[src/inc/io_space_consts.svh]
// io space address map, field positions, reset values and timing in nanoseconds
`ifndef IO_SPACE_CONSTS_SVH
`define IO_SPACE_CONSTS_SVH

`define IO_LAST_ADDR 8'h3f
`define IO_BIT_LAST_ADDR 8'h1f
`define IO_DATA_OFFSET 8'h20
`define IO_DATA_LAST_ADDR 8'h5f
`define IO_SCRATCH_BASE 8'h13
`define IO_SCRATCH_COUNT 3
`define IO_FLAG_ADDR 8'h16
`define IO_NVM_CTRL_ADDR 8'h17
`define NVM_CTRL_START_BIT 0
`define NVM_CTRL_BUSY_BIT 1
`define SCRATCH_RESET 8'h00
`define FLAG_RESET 8'h00
`define NVM_WRITE_TIME_NS 3400
`define CLK_PERIOD_NS 8

`endif

[src/inc/io_space_pkg.sv]
// types for the cpu-facing io space access port
`default_nettype none
package io_space_pkg;
   typedef enum logic [2:0] {
      OP_IN,
      OP_OUT,
      OP_LOAD,
      OP_STORE,
      OP_SET_BIT,
      OP_CLEAR_BIT,
      OP_SKIP_IF_SET,
      OP_SKIP_IF_CLEAR
   } io_op_t;

   // one access from the cpu core, addr is io or data address by op
   typedef struct packed {
      logic valid;
      io_op_t op;
      logic [7:0] addr;
      logic [2:0] bit_sel;
      logic [7:0] wdata;
   } io_req_t;

   // answer one cycle after the request
   typedef struct packed {
      logic done;
      logic [7:0] rdata;
      logic skip;
      logic err;
   } io_rsp_t;
endpackage : io_space_pkg
`default_nettype wire

[src/rtl/nvm_write_keeper.sv]
// non-volatile write timer that keeps running through a system reset
`include "io_space_consts.svh"
`default_nettype none
module nvm_write_keeper #(
   parameter int unsigned WRITE_CYCLES = (`NVM_WRITE_TIME_NS + `CLK_PERIOD_NS - 1) / `CLK_PERIOD_NS
) (
   input wire logic clk_i,
   input wire logic por_n_i,
   input wire logic start_i,
   output logic busy_o,
   output logic done_o
);
   localparam int unsigned CW = $clog2(WRITE_CYCLES + 1);
   logic [CW-1:0] count_q;
   logic [CW-1:0] count_d;
   logic busy_d;
   logic done_d;

   ////////////////////////////////////////////////////////////////////////
   // only power-on clears the timer; system reset never reaches it
   assign busy_d = busy_o ? (count_q != CW'(1)) : start_i;
   assign count_d = busy_o ? count_q - CW'(1) : (start_i ? CW'(WRITE_CYCLES) : count_q);
   assign done_d = busy_o && (count_q == CW'(1));

   always_ff @(posedge clk_i) begin
      if (!por_n_i) begin
         count_q <= '0;
         busy_o <= 1'b0;
         done_o <= 1'b0;
      end else begin
         count_q <= count_d;
         busy_o <= busy_d;
         done_o <= done_d;
      end
   end
endmodule : nvm_write_keeper
`default_nettype wire

[src/rtl/io_space_scratch_regs.sv]
// io space decode with scratch, flag and nvm control registers
`include "io_space_consts.svh"
`default_nettype none
module io_space_scratch_regs #(
   parameter int unsigned SCRATCH_COUNT = `IO_SCRATCH_COUNT,
   parameter int unsigned NVM_WRITE_TIME_NS = `NVM_WRITE_TIME_NS
) (
   input wire logic clk_i,
   input wire logic reset_n_i,
   input wire logic por_n_i,
   input wire io_space_pkg::io_req_t req_i,
   input wire logic [7:0] flag_event_i,
   output io_space_pkg::io_rsp_t rsp_o,
   output logic [7:0] flag_o,
   output logic nvm_write_o,
   output logic nvm_busy_o
);
   import io_space_pkg::*;

   // least time rounds up to whole cycles
   localparam int unsigned NVM_WRITE_CYCLES =
      (NVM_WRITE_TIME_NS + `CLK_PERIOD_NS - 1) / `CLK_PERIOD_NS;

   logic [7:0] scratch_q [SCRATCH_COUNT];
   logic [7:0] scratch_d [SCRATCH_COUNT];
   logic [7:0] flag_d;
   logic nvm_busy;
   io_rsp_t rsp_d;

   ////////////////////////////////////////////////////////////////////////
   // operation class decode
   wire is_port_op = req_i.op == OP_IN || req_i.op == OP_OUT;
   wire is_data_op = req_i.op == OP_LOAD || req_i.op == OP_STORE;
   wire is_bit_wr = req_i.op == OP_SET_BIT || req_i.op == OP_CLEAR_BIT;
   wire is_bit_test = req_i.op == OP_SKIP_IF_SET || req_i.op == OP_SKIP_IF_CLEAR;
   wire is_full_wr = req_i.op == OP_OUT || req_i.op == OP_STORE;

   ////////////////////////////////////////////////////////////////////////
   // address translation and range checks
   wire data_in_io = req_i.addr >= `IO_DATA_OFFSET && req_i.addr <= `IO_DATA_LAST_ADDR;
   wire [7:0] io_addr = is_data_op ? req_i.addr - `IO_DATA_OFFSET : req_i.addr;
   wire addr_ok = is_data_op ? data_in_io :
      (is_port_op ? req_i.addr <= `IO_LAST_ADDR :
       req_i.addr <= `IO_BIT_LAST_ADDR);
   wire acc = req_i.valid && addr_ok;
   wire wr = acc && (is_full_wr || is_bit_wr);

   ////////////////////////////////////////////////////////////////////////
   // write mask and value; bit ops carry a one-hot mask only
   wire [7:0] bit_hot = 8'h01 << req_i.bit_sel;
   wire [7:0] wr_mask = is_bit_wr ? bit_hot : 8'hff;
   wire [7:0] wr_val = req_i.op == OP_SET_BIT ? 8'hff :
      (req_i.op == OP_CLEAR_BIT ? 8'h00 : req_i.wdata);
   wire [7:0] wr_ones = wr_mask & wr_val;

   ////////////////////////////////////////////////////////////////////////
   // register hits
   wire scr_hit = io_addr >= `IO_SCRATCH_BASE &&
      io_addr < `IO_SCRATCH_BASE + 8'(SCRATCH_COUNT);
   wire [7:0] scr_idx = io_addr - `IO_SCRATCH_BASE;
   wire flag_hit = io_addr == `IO_FLAG_ADDR;
   wire nvm_hit = io_addr == `IO_NVM_CTRL_ADDR;

   // scratch storage, one entry per register
   for (genvar i = 0; i < SCRATCH_COUNT; i++) begin : g_scratch
      wire hit = wr && scr_hit && scr_idx == 8'(i);
      assign scratch_d[i] = hit ? (scratch_q[i] & ~wr_mask) | wr_ones : scratch_q[i];
      always_ff @(posedge clk_i) begin
         if (!reset_n_i) begin
            scratch_q[i] <= `SCRATCH_RESET;
         end else begin
            scratch_q[i] <= scratch_d[i];
         end
      end
   end

   ////////////////////////////////////////////////////////////////////////
   // flags: ones clear, zeros keep, a new event wins over the clear
   wire [7:0] flag_clr = (wr && flag_hit) ? wr_ones : 8'h00;
   assign flag_d = (flag_o & ~flag_clr) | flag_event_i;

   // nvm start only when idle; a second start while busy is dropped
   wire nvm_start = wr && nvm_hit && wr_ones[`NVM_CTRL_START_BIT] && !nvm_busy;

   ////////////////////////////////////////////////////////////////////////
   // read data mux; reserved locations read as zero
   wire [7:0] scr_rd = scr_hit ? scratch_q[scr_idx[1:0]] : 8'h00;
   wire [7:0] nvm_rd = 8'(nvm_busy) << `NVM_CTRL_BUSY_BIT;
   wire [7:0] rd_val = scr_hit ? scr_rd : (flag_hit ? flag_o : (nvm_hit ? nvm_rd : 8'h00));
   wire bit_val = rd_val[req_i.bit_sel];
   wire skip_d = acc && is_bit_test &&
      (req_i.op == OP_SKIP_IF_SET ? bit_val : !bit_val);

   always_comb begin
      rsp_d.done = req_i.valid;
      rsp_d.rdata = (acc && (req_i.op == OP_IN || req_i.op == OP_LOAD)) ? rd_val : 8'h00;
      rsp_d.skip = skip_d;
      rsp_d.err = req_i.valid && !addr_ok;
   end

   ////////////////////////////////////////////////////////////////////////
   // registered outputs
   always_ff @(posedge clk_i) begin
      if (!reset_n_i) begin
         rsp_o <= '0;
         flag_o <= `FLAG_RESET;
      end else begin
         rsp_o <= rsp_d;
         flag_o <= flag_d;
      end
   end

   always_ff @(posedge clk_i) begin
      if (!por_n_i) begin
         nvm_write_o <= 1'b0;
         nvm_busy_o <= 1'b0;
      end else begin
         nvm_write_o <= nvm_start;
         nvm_busy_o <= nvm_busy;
      end
   end

   // write timer sits outside the system reset
   nvm_write_keeper #(
      .WRITE_CYCLES(NVM_WRITE_CYCLES)
   ) u_nvm_keeper (
      .clk_i(clk_i),
      .por_n_i(por_n_i),
      .start_i(nvm_start),
      .busy_o(nvm_busy),
      .done_o()
   );
endmodule : io_space_scratch_regs
`default_nettype wire

[config.mk]
export PLATFORM = sky130hd
export DESIGN_NAME = io_space_scratch_regs
export DESIGN_NICKNAME = d
export VERILOG_FILES = /design/src/inc/io_space_pkg.sv /design/src/rtl/nvm_write_keeper.sv /design/src/rtl/io_space_scratch_regs.sv
export VERILOG_INCLUDE_DIRS = /design/src /design/src/inc
export SDC_FILE = /design/constraint.sdc
export NUM_CORES = 1
export LEC_CHECK = 0
export ABC_AREA = 0
export BUFFER_PORTS_ARGS = -buffer_cell sky130_fd_sc_hd__buf_4
export CORE_ASPECT_RATIO = 1.25
export CORE_MARGIN = 5
export CORE_UTILIZATION = 45
export DETAILED_ROUTE_END_ITERATION = 6
export MAX_ROUTING_LAYER = met4
export PLACE_DENSITY = 0.66
export SETUP_SLACK_MARGIN = 0.02
export SLEW_MARGIN = 0
export SYNTH_ARGS = -nofsm -noshare
export SYNTH_HDL_FRONTEND = slang
export SYNTH_SLANG_ARGS = --single-unit
[constraint.sdc]
create_clock -name clk_i -period 3.76 [get_ports clk_i]
set_input_delay 0.188 -clock clk_i [delete_from_list [all_inputs] [get_ports clk_i]]
set_output_delay 0.188 -clock clk_i [all_outputs]
set_load 0.05 [all_outputs]
# Word level (Yosys, flattened, before mapping)
# Memory sizes are Yosys's and may differ from the RTL's.
# Cells that the tools add are included.
[op_classes] mux=24 n_eq_ne=12 add_sub_neg=3 reduce_logical=30 shifts=1 n_bitwise=14 n_lt_le_gt_ge=7
[ops] cell="8-bit 2-to-1 mux" count=13
[ops] cell="8-bit AND" count=5
[ops] cell="8-bit OR" count=4
[ops] cell="9-bit 2-to-1 mux" count=2
[ops] cell="8-bit by 5-bit == test with 1-bit output (second input constant)" count=2
[ops] cell="1-bit logical AND" count=16
[ops] cell="8-bit NOT" count=2
[ops] cell="3-bit == test (second input constant)" count=4
[ops] cell="9-bit by 1-bit inequality test with 1-bit output (second input constant)" count=1
[ops] cell="9-bit by 1-bit subtractor with 9-bit output (second input constant)" count=1
[ops] cell="8-bit by 1-bit == test with 1-bit output (second input constant)" count=1
[ops] cell="8-bit by 2-bit == test with 1-bit output (second input constant)" count=1
[ops] cell="8-bit by 5-bit >= comparator with 1-bit output (second input constant)" count=1
[ops] cell="8-bit by 6-bit >= comparator with 1-bit output (second input constant)" count=1
[ops] cell="8-bit by 5-bit <= comparator with 1-bit output (second input constant)" count=1
[ops] cell="8-bit by 6-bit <= comparator with 1-bit output (second input constant)" count=1
[ops] cell="8-bit by 7-bit <= comparator with 1-bit output (second input constant)" count=1
[ops] cell="8-bit zero test" count=1
[ops] cell="8-bit by 5-bit < comparator with 1-bit output (second input constant)" count=1
[ops] cell="1-bit by 3-bit left shift with 8-bit output (first input constant)" count=1
[ops] cell="8-bit by 5-bit subtractor with 8-bit output (second input constant)" count=1
[ops] cell="8-bit by 6-bit subtractor with 8-bit output (second input constant)" count=1
[ops] cell="1-bit logical OR" count=7
[ops] cell="1-bit 2-to-1 mux" count=7
[ops] cell="10 further kinds" count=15
[word_totals] in_bits=34 n_memories=1 output_inout_bits=21 ramBits=24 word_cells=101 register_bits=31
[mem_list] name="scratch_q" words=3 width=8 rd=4 rd_clocked_by_memory_dff=0 wr=3 line="io_space_scratch_regs.sv:24" rtl="logic [7:0] scratch_q [SCRATCH_COUNT];"

# Depth between registers and ports, before layout
# Gate-level depths: netlist (run 1).
[depth] depth_word=12 ltp_mapped=9 mapped_depth_nobuf=8

# Cells and area by module
# Synthesis (run 1) repeated with hierarchy kept, for this count alone.
[unflattened] hier_cells=368 area_unflattened_um2=3090.5
[modules_own_cells] mod="io_space_scratch_regs" seq_area_each_um2=900.9 area_per_inst_um2=2549.9 cells_each=307 instances=1
[modules_own_cells] mod="nvm_write_keeper" seq_area_each_um2=220.2 area_per_inst_um2=540.5 cells_each=61 instances=1

# Worst setup path after synthesis (run 1)
# Ideal clock, no wire load.
[synth_path] path_kind="input port to flip-flop" from="in req_i[17] in the netlist's numbering" to="reg with a tool-made name" setup_ps=122 slack_ps=1589 arrival_ps=2050 stages=8 n_path_buf=1 required_ps=3638 path_cell_list="inv_1 ha_1 nand2_1 o32a_1 nor4b_4 nand3_1 buf_2 o311a_1"
[synth_lines] element="start: declaration" line="io_space_scratch_regs.sv:11" rtl="input wire io_space_pkg::io_req_t req_i,"

==> impl_results.md, run 1 <==
* Status: finished, final reports clean
* Adder-cell share of the synthesized area at 0.03438
* Crit path from: req_i[16]
* DRC Markers at 0
* Initial Utilization at 0.4661
* H-tree depth at 2
* Worst skew pair latency at 0.32 ns
* Area Overhead vs Synth at 20.07%
* All-Layer GR Usage at 0.2050
* Most frequent cell after synthesis: dfxtp_1
* Startpoint types: primary input
* Core ar. at 0.006246 mm2
* Worst r2r src: u_nvm_keeper.busy_o
* Top FF cell, synth: dfxtp_1
* Netlist Area Pre-Place at 0.002912 mm2
* Finished Cell Area at 0.003496 mm2
* Placement Rows at 32
* Max IR drop VDD at 0.0002221 V
* CTS Buf Count at 5
* Share of layout cells above drive strength 1 at 0.1726
* Largest net degree at the start of global routing at 35
* FILL cells at 615
* # IOs at 55
* WP data required at 4.01 ns
* Yosys cell types at 53
* Clock Sinks at 55
* Final Skew at 0.007966 ns
* Post-synthesis xor/xnor area fraction at 0.006016
* Clk pin slew, worst setup/hold paths at 0.10 ns
* Slew margin rel. at 0.5077
* Vias/cell at 5.881
* Die height at 99.93 um
* Port Buffer Count at 54
* Worst slew pin tran at 0.7384 ns
* Nets at 435
* Die Wd at 81.95 um
* Via count at 2817
* Initial antenna violation count at 0
* Worst Reg-to-Reg Cells at 6
* DR pass1 iterations at 5
* Post-DP Area at 0.003381 mm2
* Worst hold margin at 0.06866 ns
* First-pass GRT wire length at 12.74 mm
* Clock Path Buffers at 2
* Setup TNS at 0 ns
* # diodes at 0
* Vias in the first global route at 2680
* Worst EP arrival at 2.72 ns
* Syn avg cell area at 8.439 um2
* Number of max-cap violations at 0
* Routed wire length at 7.907 mm
* Crit Path Category: primary input to flip-flop
* Synth area leaders: dfxtp_1 38%, a21oi_1 4.1%, nor2_1 4.1%
* Async SR Flop Fraction at 0
* Synth Register Bits at 55
* Avg WL per Cell at 16.51 um
* CP max FO at 15
* Post-synth EDFFs at 0
* Hold_buf cts at 0
* Synth Area in Compound Gates at 0.3154
* Post-synth top area share at 0.3782
* Ys Warns at 0
* Register area share after synthesis at 0.3782
* Power Dens Cells at 344.0 mW/mm2
* RSZ-0062 raised after global routing: false
* Achievable frequency at 0.4045 GHz
* Largest family of logic cells by synthesized area: compound AO/OA/AOI/OAI gates
* List of most frequent post-synthesis cells: 55 x dfxtp_1, 32 x nor2_1, 24 x a21oi_1
* Cells after Synth at 345
* Synth Area in Simple Gates at 0.2248
* Period utilisation layout at 0.6575
* Final min period at 2.472 ns
* Setup bufs post-CTS at 0
* HP Class: primary input to flip-flop
* Setup Viol. Count Final at 0
* HPWL Detailed at 5.872 mm
* Initial DRC count at 168
* Reg2Reg Setup Slack at 1.91 ns
* Leak Pwr at 1.331 nW
* CTS root buffer: clkbuf_8
* Final Max Tran Viols at 0
* Overall Power at 0.001202 W
* Reg-to-Reg End: rsp_o[1]
* Gpl congestion at 0.8568
* CP endpoint kind: flip-flop
* TritonCTS clock tree: yes
* Post-CTS Resized at 0
* Die Area at 0.008189 mm2
* Post-Syn Nets at 387
* Multiplexer share of the synthesized area at 0.003438
* Post-DRT Antenna Nets at 0
* Grt total ovfl at 0
* Yosys top cell by area: dfxtp_1
* Count of final hold-check violations at 0
==> layout make-up <==
cell class | instances | area, um2 | area share
multi-input cells | 261 | 1700 | 0.4864
flip-flops and latches | 55 | 1101 | 0.3150
repair buffers | 56 | 420.4 | 0.1203
well taps | 85 | 106.4 | 0.03042
clock buffers | 5 | 68.82 | 0.01969
inverters | 14 | 52.55 | 0.01503
clock inverters | 3 | 46.29 | 0.01324
==> placed cells by master (no fill, tap or decap), types with 3 or more instances in the layout <==
| cell type | count |
|---|---|
| a21boi_1 | 4 |
| nand2b_1 | 5 |
| a21oi_1 | 24 |
| nand3_1 | 8 |
| and2_1 | 3 |
| inv_1 | 14 |
| o21ai_0 | 17 |
| o21a_1 | 11 |
| nor2b_1 | 11 |
| o211ai_1 | 4 |
| or3_1 | 17 |
| nor2_1 | 32 |
| o311a_1 | 7 |
| o31a_1 | 7 |
| clkbuf_8 | 5 |
| a211oi_1 | 11 |
| nand2_1 | 12 |
| o31ai_1 | 8 |
| a31oi_1 | 6 |
| buf_4 | 56 |
| a21boi_0 | 11 |
| nand4_1 | 4 |
| dfxtp_1 | 55 |
| o21bai_1 | 6 |
| ha_1 | 8 |
| nor3_1 | 10 |
==> through the flow <==
stage                 util  setup slack (ns)  std cells
global route        0.5597             1.061        479
global placement    0.5413             1.039        471
floorplan                -             1.589        345
detailed placement  0.5413            0.9646        471
CTS                 0.5597             1.293        479
finish              0.5597             1.288        479
==> worst max-delay path, cell delays in order <==
cell,delay [ns]
buf_4,0.11
inv_1,0.05
ha_1,0.20
xor2_1,0.17
o32a_1,0.32
nor4b_4,0.54
nand3_1,0.51
or3_1,0.49
a21boi_0,0.16
==> power by group <==
group          switching [W]  internal, W  total, W  leakage [nW]
Clock               0.000209     0.000201  0.000410        0.0548
Sequential        0.00000661     0.000590  0.000596         0.446
Combinational       0.000124    0.0000715  0.000196         0.830
Total               0.000340     0.000862   0.00120          1.33
==> cell families after synthesis <==
family                   count (synthesis)
multiplexers                             1
AND/OR/NAND/NOR                        119
AO/OA/AOI/OAI                          131
XOR/XNOR                                 2
flip-flops                              55
buffers and inverters                   29
adder cells (fa/ha/maj)                  8
==> routing by layer <==
metal | vias to the layer above | GRT usage | part of all wire
met3 | 13 | 0.03680 | 0.052
met4 | 0 | 0.07289 | 0.018
met1 | 1332 | 0.2471 | 0.45
met2 | 83 | 0.3391 | 0.48
li1 | 1389 | - | -
met5 | - | - | 0
==> worst min-delay path by stage <==
stage	slack [ns]	start	end	cells past startpoint
2_1_floorplan	0.30	por_n_i	u_nvm_keeper.count_q[3]	2
3_3_place_gp	0.40	flag_event_i[3]	flag_o[3]	2
3_5_place_dp	0.40	flag_event_i[7]	flag_o[7]	2
4_1_cts	0.06	flag_event_i[3]	flag_o[3]	2
5_1_grt	0.07	flag_event_i[0]	flag_o[0]	2
6_report	0.07	flag_event_i[6]	flag_o[6]	2
Power figures use the tool's default switching activity.
==> run 2, diff against run 1 <==
Settings changed: ABC_AREA 0 to 1.
Clock period 3.76 ns to 2.43 ns, I/O delays scaled along.
==> run 2 against run 1 <==
- sequential power up 55%
- via count up 12%
- sequential share of layout area down 1.3 points
==> impl_results.md, run 2 <==
* Status: finished, final reports clean
* Via count at 3159
* Hold_buf cts at 0
* Reg-to-Reg End: u_nvm_keeper.count_q[7]
* Clock Sinks at 55
* Clk pin slew, worst setup/hold paths at 0.10 ns
* Gpl congestion at 0.8953
* Share of layout cells above drive strength 1 at 0.1592
* Die Area at 0.008470 mm2
* HPWL Detailed at 6.576 mm
* Worst slew pin tran at 0.5444 ns
* Slew margin rel. at 0.6332
* H-tree depth at 2
* All-Layer GR Usage at 0.2036
* Period utilisation layout at 0.7464
* Die height at 101.7 um
* Top FF cell, synth: dfxtp_1
* Synth Register Bits at 55
* Vias in the first global route at 2925
* Post-synth top area share at 0.3641
* Crit Path Category: primary input to flip-flop
* Count of final hold-check violations at 0
* Initial Utilization at 0.4606
* First-pass GRT wire length at 13.61 mm
* Hold Path Depth at 3
* Setup bufs post-CTS at 0
* Vias/cell at 5.248
* Slowest CP cell: nor3_4
* Setup Viol. Count Final at 0
* Worst EP arrival at 2.06 ns
* Area Overhead vs Synth at 20.69%
* CP endpoint kind: flip-flop
* TritonCTS clock tree: yes
* Number of max-cap violations at 0
* Largest net degree at the start of global routing at 33
* Worst hold margin at 0.03582 ns
* Avg WL per Cell at 14.02 um
* Die Wd at 83.33 um
* Leak Pwr at 1.733 nW
* RSZ-0062 raised after global routing: false
* Achievable frequency at 0.5514 GHz
* Worst Hold Path EP: rsp_o[10]
* Placement Rows at 33
* Netlist Area Pre-Place at 0.003024 mm2
* Most common cell after layout, fill and taps aside: nand2_1
* Startpoint types: primary input
* Worst r2r src: u_nvm_keeper.busy_o
* CTS Buf Count at 5
* Post-synth EDFFs at 0
* DR pass1 iterations at 5
* CP max FO at 12
* Port Buffer Count at 54
* Setup TNS at 0 ns
* Most frequent cell after synthesis: nand2_1
* Reg2Reg Setup Slack at 0.99 ns
* DRC Markers at 0
* Most frequent cells in the layout: 93 x nand2_1, 62 x inv_1, 60 x buf_4, 57 x a21oi_1, 55 x dfxtp_1
* Cells after Synth at 456
* List of most frequent post-synthesis cells: 93 x nand2_1, 62 x inv_1, 57 x a21oi_1
* Final Max Tran Viols at 0
* # IOs at 55
* WP buf/inv at 4
* Final min period at 1.814 ns
* Largest delay share family, worst path: simple AND/OR/NAND/NOR gates
* Worst Hold Launch: req_i[22]
* Nets at 556
* Grt total ovfl at 0
* Final Skew at 0.009288 ns
* Post-CTS Resized at 0
* CTS root buffer: clkbuf_8
* Core ar. at 0.006565 mm2
* Register area share after synthesis at 0.3641
* Worst skew pair latency at 0.31 ns
* Async SR Flop Fraction at 0
* WP data required at 2.68 ns
* Initial antenna violation count at 0
* Ys Warns at 0
* Worst Reg-to-Reg Cells at 7
* Routed wire length at 8.439 mm
* Syn avg cell area at 6.632 um2
* Post-Syn Nets at 498
* Max IR drop VDD at 0.0002998 V
* Slowest Stage Delay on Critical Path at 0.33 ns
* HP Class: primary input to flip-flop
* # diodes at 0
* Yosys cell types at 31
* Crit-path cells: buf_4 -> ha_1 -> inv_1 -> nand2_1 -> nand2_1 -> clkinv_1 -> nand2_4 -> nor3_4 -> nand2_4 -> clkinv_4 -> nand3_1 -> a21oi_1
* Post-DRT Antenna Nets at 0
* Synth area leaders: dfxtp_1 36%, nand2_1 12%, a21oi_1 9.4%
* Initial DRC count at 224
* Yosys top cell by area: dfxtp_1
* Clock Path Buffers at 2
* Power Dens Cells at 504.3 mW/mm2
run 2: changes by cell type in the layout (fill, tap and decap cells not counted), sizes merged, moves of 8 or more:
cell	delta
a21boi	-15
inv	+51
nand3	+45
a21oi	+33
o31ai	-8
o21ai	+28
o21a	-11
a211oi	-10
or3	-17
nor2b	-11
nand2	+86
run 2: how the worst max path moves through the flow:
stage	start	endpoint	slack (ns)	depth (start not counted)
final	req_i[11]	flip-flop	0.62	12
after CTS	req_i[11]	flip-flop	0.61	12
after global placement	req_i[21]	u_nvm_keeper.busy_o	0.30	10
after floorplan	req_i[11]	rsp_o[1]	0.36	16
after detailed placement	req_i[11]	flip-flop	0.28	12
after global routing	req_i[11]	rsp_o[1]	0.39	15
run 2: power breakdown:
group | leakage (nW) | internal [W] | switching, W
Sequential | 0.446 | 0.000912 | 0.00000926
Combinational | 1.23 | 0.000102 | 0.000197
Clock | 0.0558 | 0.000312 | 0.000308
Total | 1.73 | 0.00133 | 0.000514
run 2: layout make-up:
type / instances / area [um2]
multi-input cells: 322 / 1600
fillers: 683 / 2915
inverters: 70 / 277.8
well taps: 87 / 108.9
repair buffers: 60 / 450.4
clock inverters: 2 / 38.79
clock buffers: 6 / 72.57
flip-flops and latches: 55 / 1101
run 2: per-layer routing:
metal,vias up,GRT usage,part of all wire
met5,-,-,0
met4,0,0.05786,0.018
met3,16,0.04557,0.060
met2,99,0.3506,0.49
met1,1426,0.2392,0.43
li1,1618,-,-
run 2: logic make-up (layout without fill, tap and decap cells):
family	Yosys count	in the layout	share of synthesized area
adders and majority gates	8	8	0.03310
and+or+nand+nor	201	201	0.3024
buffers and inverters	79	138	0.1067
xor gates and xnor gates	1	1	0.002897
DFF	55	55	0.3641
AOI/OAI and AO/OA	112	112	0.1907
run 2: stage by stage:
stage | worst slack (ns) | power [W] | area (um2) | utilization | instances
3_5_place_dp | 0.2817 | 0.001240 | 3538 | 0.5390 | 594
2_1_floorplan | 0.3618 | 0.001129 | 3024 | - | 456
3_3_place_gp | 0.2963 | 0.001239 | 3538 | 0.5390 | 594
4_1_cts | 0.6140 | 0.001850 | 3650 | 0.5559 | 602
6_report | 0.6163 | 0.001841 | 3650 | 0.5559 | 602
5_1_grt | 0.3855 | 0.001921 | 3650 | 0.5559 | 602
run 2: worst register-to-register path, cell delays in order (launching register included):
cell     delay [ns]
dfxtp_1        0.44
inv_1          0.12
nor4_1         0.21
nand3_1        0.15
nor3_1         0.22
nand2_1        0.08
nand2_1        0.07
a21oi_1        0.04
==> run 3, diff against run 2 <==
Clock period 2.43 ns to 1.8 ns, I/O delays scaled along.
==> run 3 against run 2 <==
- critical path depth grew 1
- sequential share of layout area shrank 2.2 points
- wire length grew 2.2%
- register-to-register slack lost 0.69 ns
- non-clock buffer count grew 33
- clock skew grew 0.0020 ns
- hold slack lost 0.030 ns
- clock power grew 63%
- final area grew 8.0%
- sequential power grew 34%
- worst setup slack lost 0.37 ns
- sequential cell count is the same
- highest routed layer unchanged
==> impl_results.md, run 3 (same netlist as run 2, synthesis figures left out) <==
* # diodes at 0
* Worst Reg-to-Reg Cells at 7
* Die Wd at 83.33 um
* Worst EP arrival at 1.80 ns
* Reg2Reg Setup Slack at 0.30 ns
* DR WL met2 at 4.179 mm
* Final min period at 1.550 ns
* Worst skew pair latency at 0.32 ns
* Inst Count DP at 623
* Core ar. at 0.006565 mm2
* Placement Rows at 33
* Routed wire length at 8.628 mm
* Vias in the first global route at 3142
* Via count at 3287
* Initial antenna violation count at 0
* Leak Pwr at 1.901 nW
* Final Max Tran Viols at 0
* Count of final hold-check violations at 0
* WP data required at 2.05 ns
* Most common cell after layout, fill and taps aside: nand2_1
* Initial Utilization at 0.4606
* Most frequent cells in the layout: 93 x nand2_1, 89 x buf_4, 62 x inv_1, 57 x a21oi_1, 55 x dfxtp_1
* Worst slew pin tran at 0.5620 ns
* Setup Viol. Count Final at 0
* Die Area at 0.008470 mm2
* Power Dens Cells at 685.2 mW/mm2
* Grt total ovfl at 0
* CTS root buffer: clkbuf_8
* Period utilisation layout at 0.8612
* Share of layout cells above drive strength 1 at 0.2062
* CTS Buf Count at 5
* Final Skew at 0.01133 ns
* Port Buffer Count at 54
* Number of max-cap violations at 0
* Gpl congestion at 0.9114
* Area Overhead vs Synth at 30.33%
* WL met1 at 3.856 mm
* Nets at 589
* Crit Path Category: primary input to flip-flop
* Slowest CP cell: nor3_4
* Achievable frequency at 0.6451 GHz
* Avg WL per Cell at 13.59 um
* HPWL Detailed at 6.693 mm
* Clock Path Buffers at 2
* Slew margin rel. at 0.6214
* DRC Markers at 0
* Util after Layout at 0.6003
* CP endpoint kind: flip-flop
* H-tree depth at 2
* Largest delay share family, worst path: simple AND/OR/NAND/NOR gates
* Worst r2r src: u_nvm_keeper.busy_o
* Status: finished, final reports clean
* Crit path from: req_i[16]
* Vias/cell at 5.176
* Initial DRC count at 173
* Final cell count without fillers at 635
* Crit path top cell by count: nand2_4
* Worst hold margin at 0.005590 ns
* # IOs at 55
* Largest net degree at the start of global routing at 33
* Worst path depth at 13
* Crit-path cells: buf_4 -> inv_1 -> ha_1 -> nand4_1 -> nand2_1 -> nand2_2 -> nor2_4 -> nand2_4 -> nor3_4 -> nand2_4 -> clkinv_4 -> nand3_1 -> a21oi_1
* Max layer used: met4
* First-pass GRT wire length at 14.52 mm
* WP buf/inv at 3
* TritonCTS clock tree: yes
* DR pass1 iterations at 4
* RSZ-0062 raised after global routing: false
* Startpoint types: primary input
* Clock Sinks at 55
* Clk pin slew, worst setup/hold paths at 0.11 ns
* Post-DRT Antenna Nets at 0
* Slowest Stage Delay on Critical Path at 0.32 ns
* Post-CTS Resized at 0
* WL met3 at 372 um
* Reg-to-Reg End: u_nvm_keeper.count_q[7]
* Max IR drop VDD at 0.0004351 V
* All-Layer GR Usage at 0.2155
* CP max FO at 9
* Die height at 101.7 um
* HP Class: primary input to flip-flop
[run 3: cell count changes in the layout (fill, tap and decap cells not counted), sizes merged]
cell,delta
buf,+29
bufinv,+1
clkbuf,-1
dlygate4sd3,+4
[run 3: per-stage QoR]
| step | cell area [um2] | setup WS [ns] | setup TNS [ns] | total power [W] |
|---|---|---|---|---|
| floorplan | 3035 | 0.07612 | 0 | 0.001528 |
| global placement | 3761 | -0.04471 | -0.2736 | 0.001710 |
| detailed placement | 3761 | -0.09834 | -1.179 | 0.001714 |
| CTS | 3941 | 0.2416 | 0 | 0.002722 |
| global route | 3941 | 0.08920 | 0 | 0.002822 |
| finish | 3941 | 0.2499 | 0 | 0.002701 |
[run 3: worst min-delay path by stage]
stage                    startpoint                      end  slack [ns]  cells after the start
floorplan                   por_n_i  u_nvm_keeper.count_q[7]        0.21                      2
global placement          req_i[22]                rsp_o[10]        0.33                      3
detailed placement        req_i[22]                rsp_o[10]        0.34                      3
CTS                 flag_event_i[7]                flag_o[7]       0.001                      3
global route        flag_event_i[6]                flag_o[6]       0.004                      3
finish              flag_event_i[6]                flag_o[6]       0.006                      3
[run 3: worst min-delay path: cells and delay by family]
| kind | cells | cell delay [ns] |
|---|---|---|
| buffers and inverters | 2 | 0.15 |
| AO/OA/AOI/OAI | 1 | 0.05 |
[run 3: layer usage]
layer | vias up | track usage
li1 | 1683 | -
met1 | 1507 | 0.2583
met2 | 82 | 0.3599
met3 | 15 | 0.03662
met4 | 0 | 0.08931
met5 | - | -
[run 3: area by class of cell]
class / count / area [um2]
Clock buffer: 5 / 68.82
Clock inverter: 3 / 71.32
Fill cell: 627 / 2624
Inverter: 70 / 282.8
Multi-Input combinational cell: 322 / 1600
Sequential cell: 55 / 1101
Tap cell: 87 / 108.9
Timing Repair Buffer: 93 / 708.2
[run 3: where the power goes]
part | internal (W) | leakage (nW) | switching [W]
combinational | 0.000174 | 1.39 | 0.000278
sequential | 0.00123 | 0.446 | 0.0000120
clock | 0.000565 | 0.0703 | 0.000441
[run 3: timing repair]
| action | in CTS | in global routing |
|---|---|---|
| hold buffers | 4 | 0 |
| buffers inserted | 0 | 0 |
| endpoints found under the hold margin | 4 | 0 |
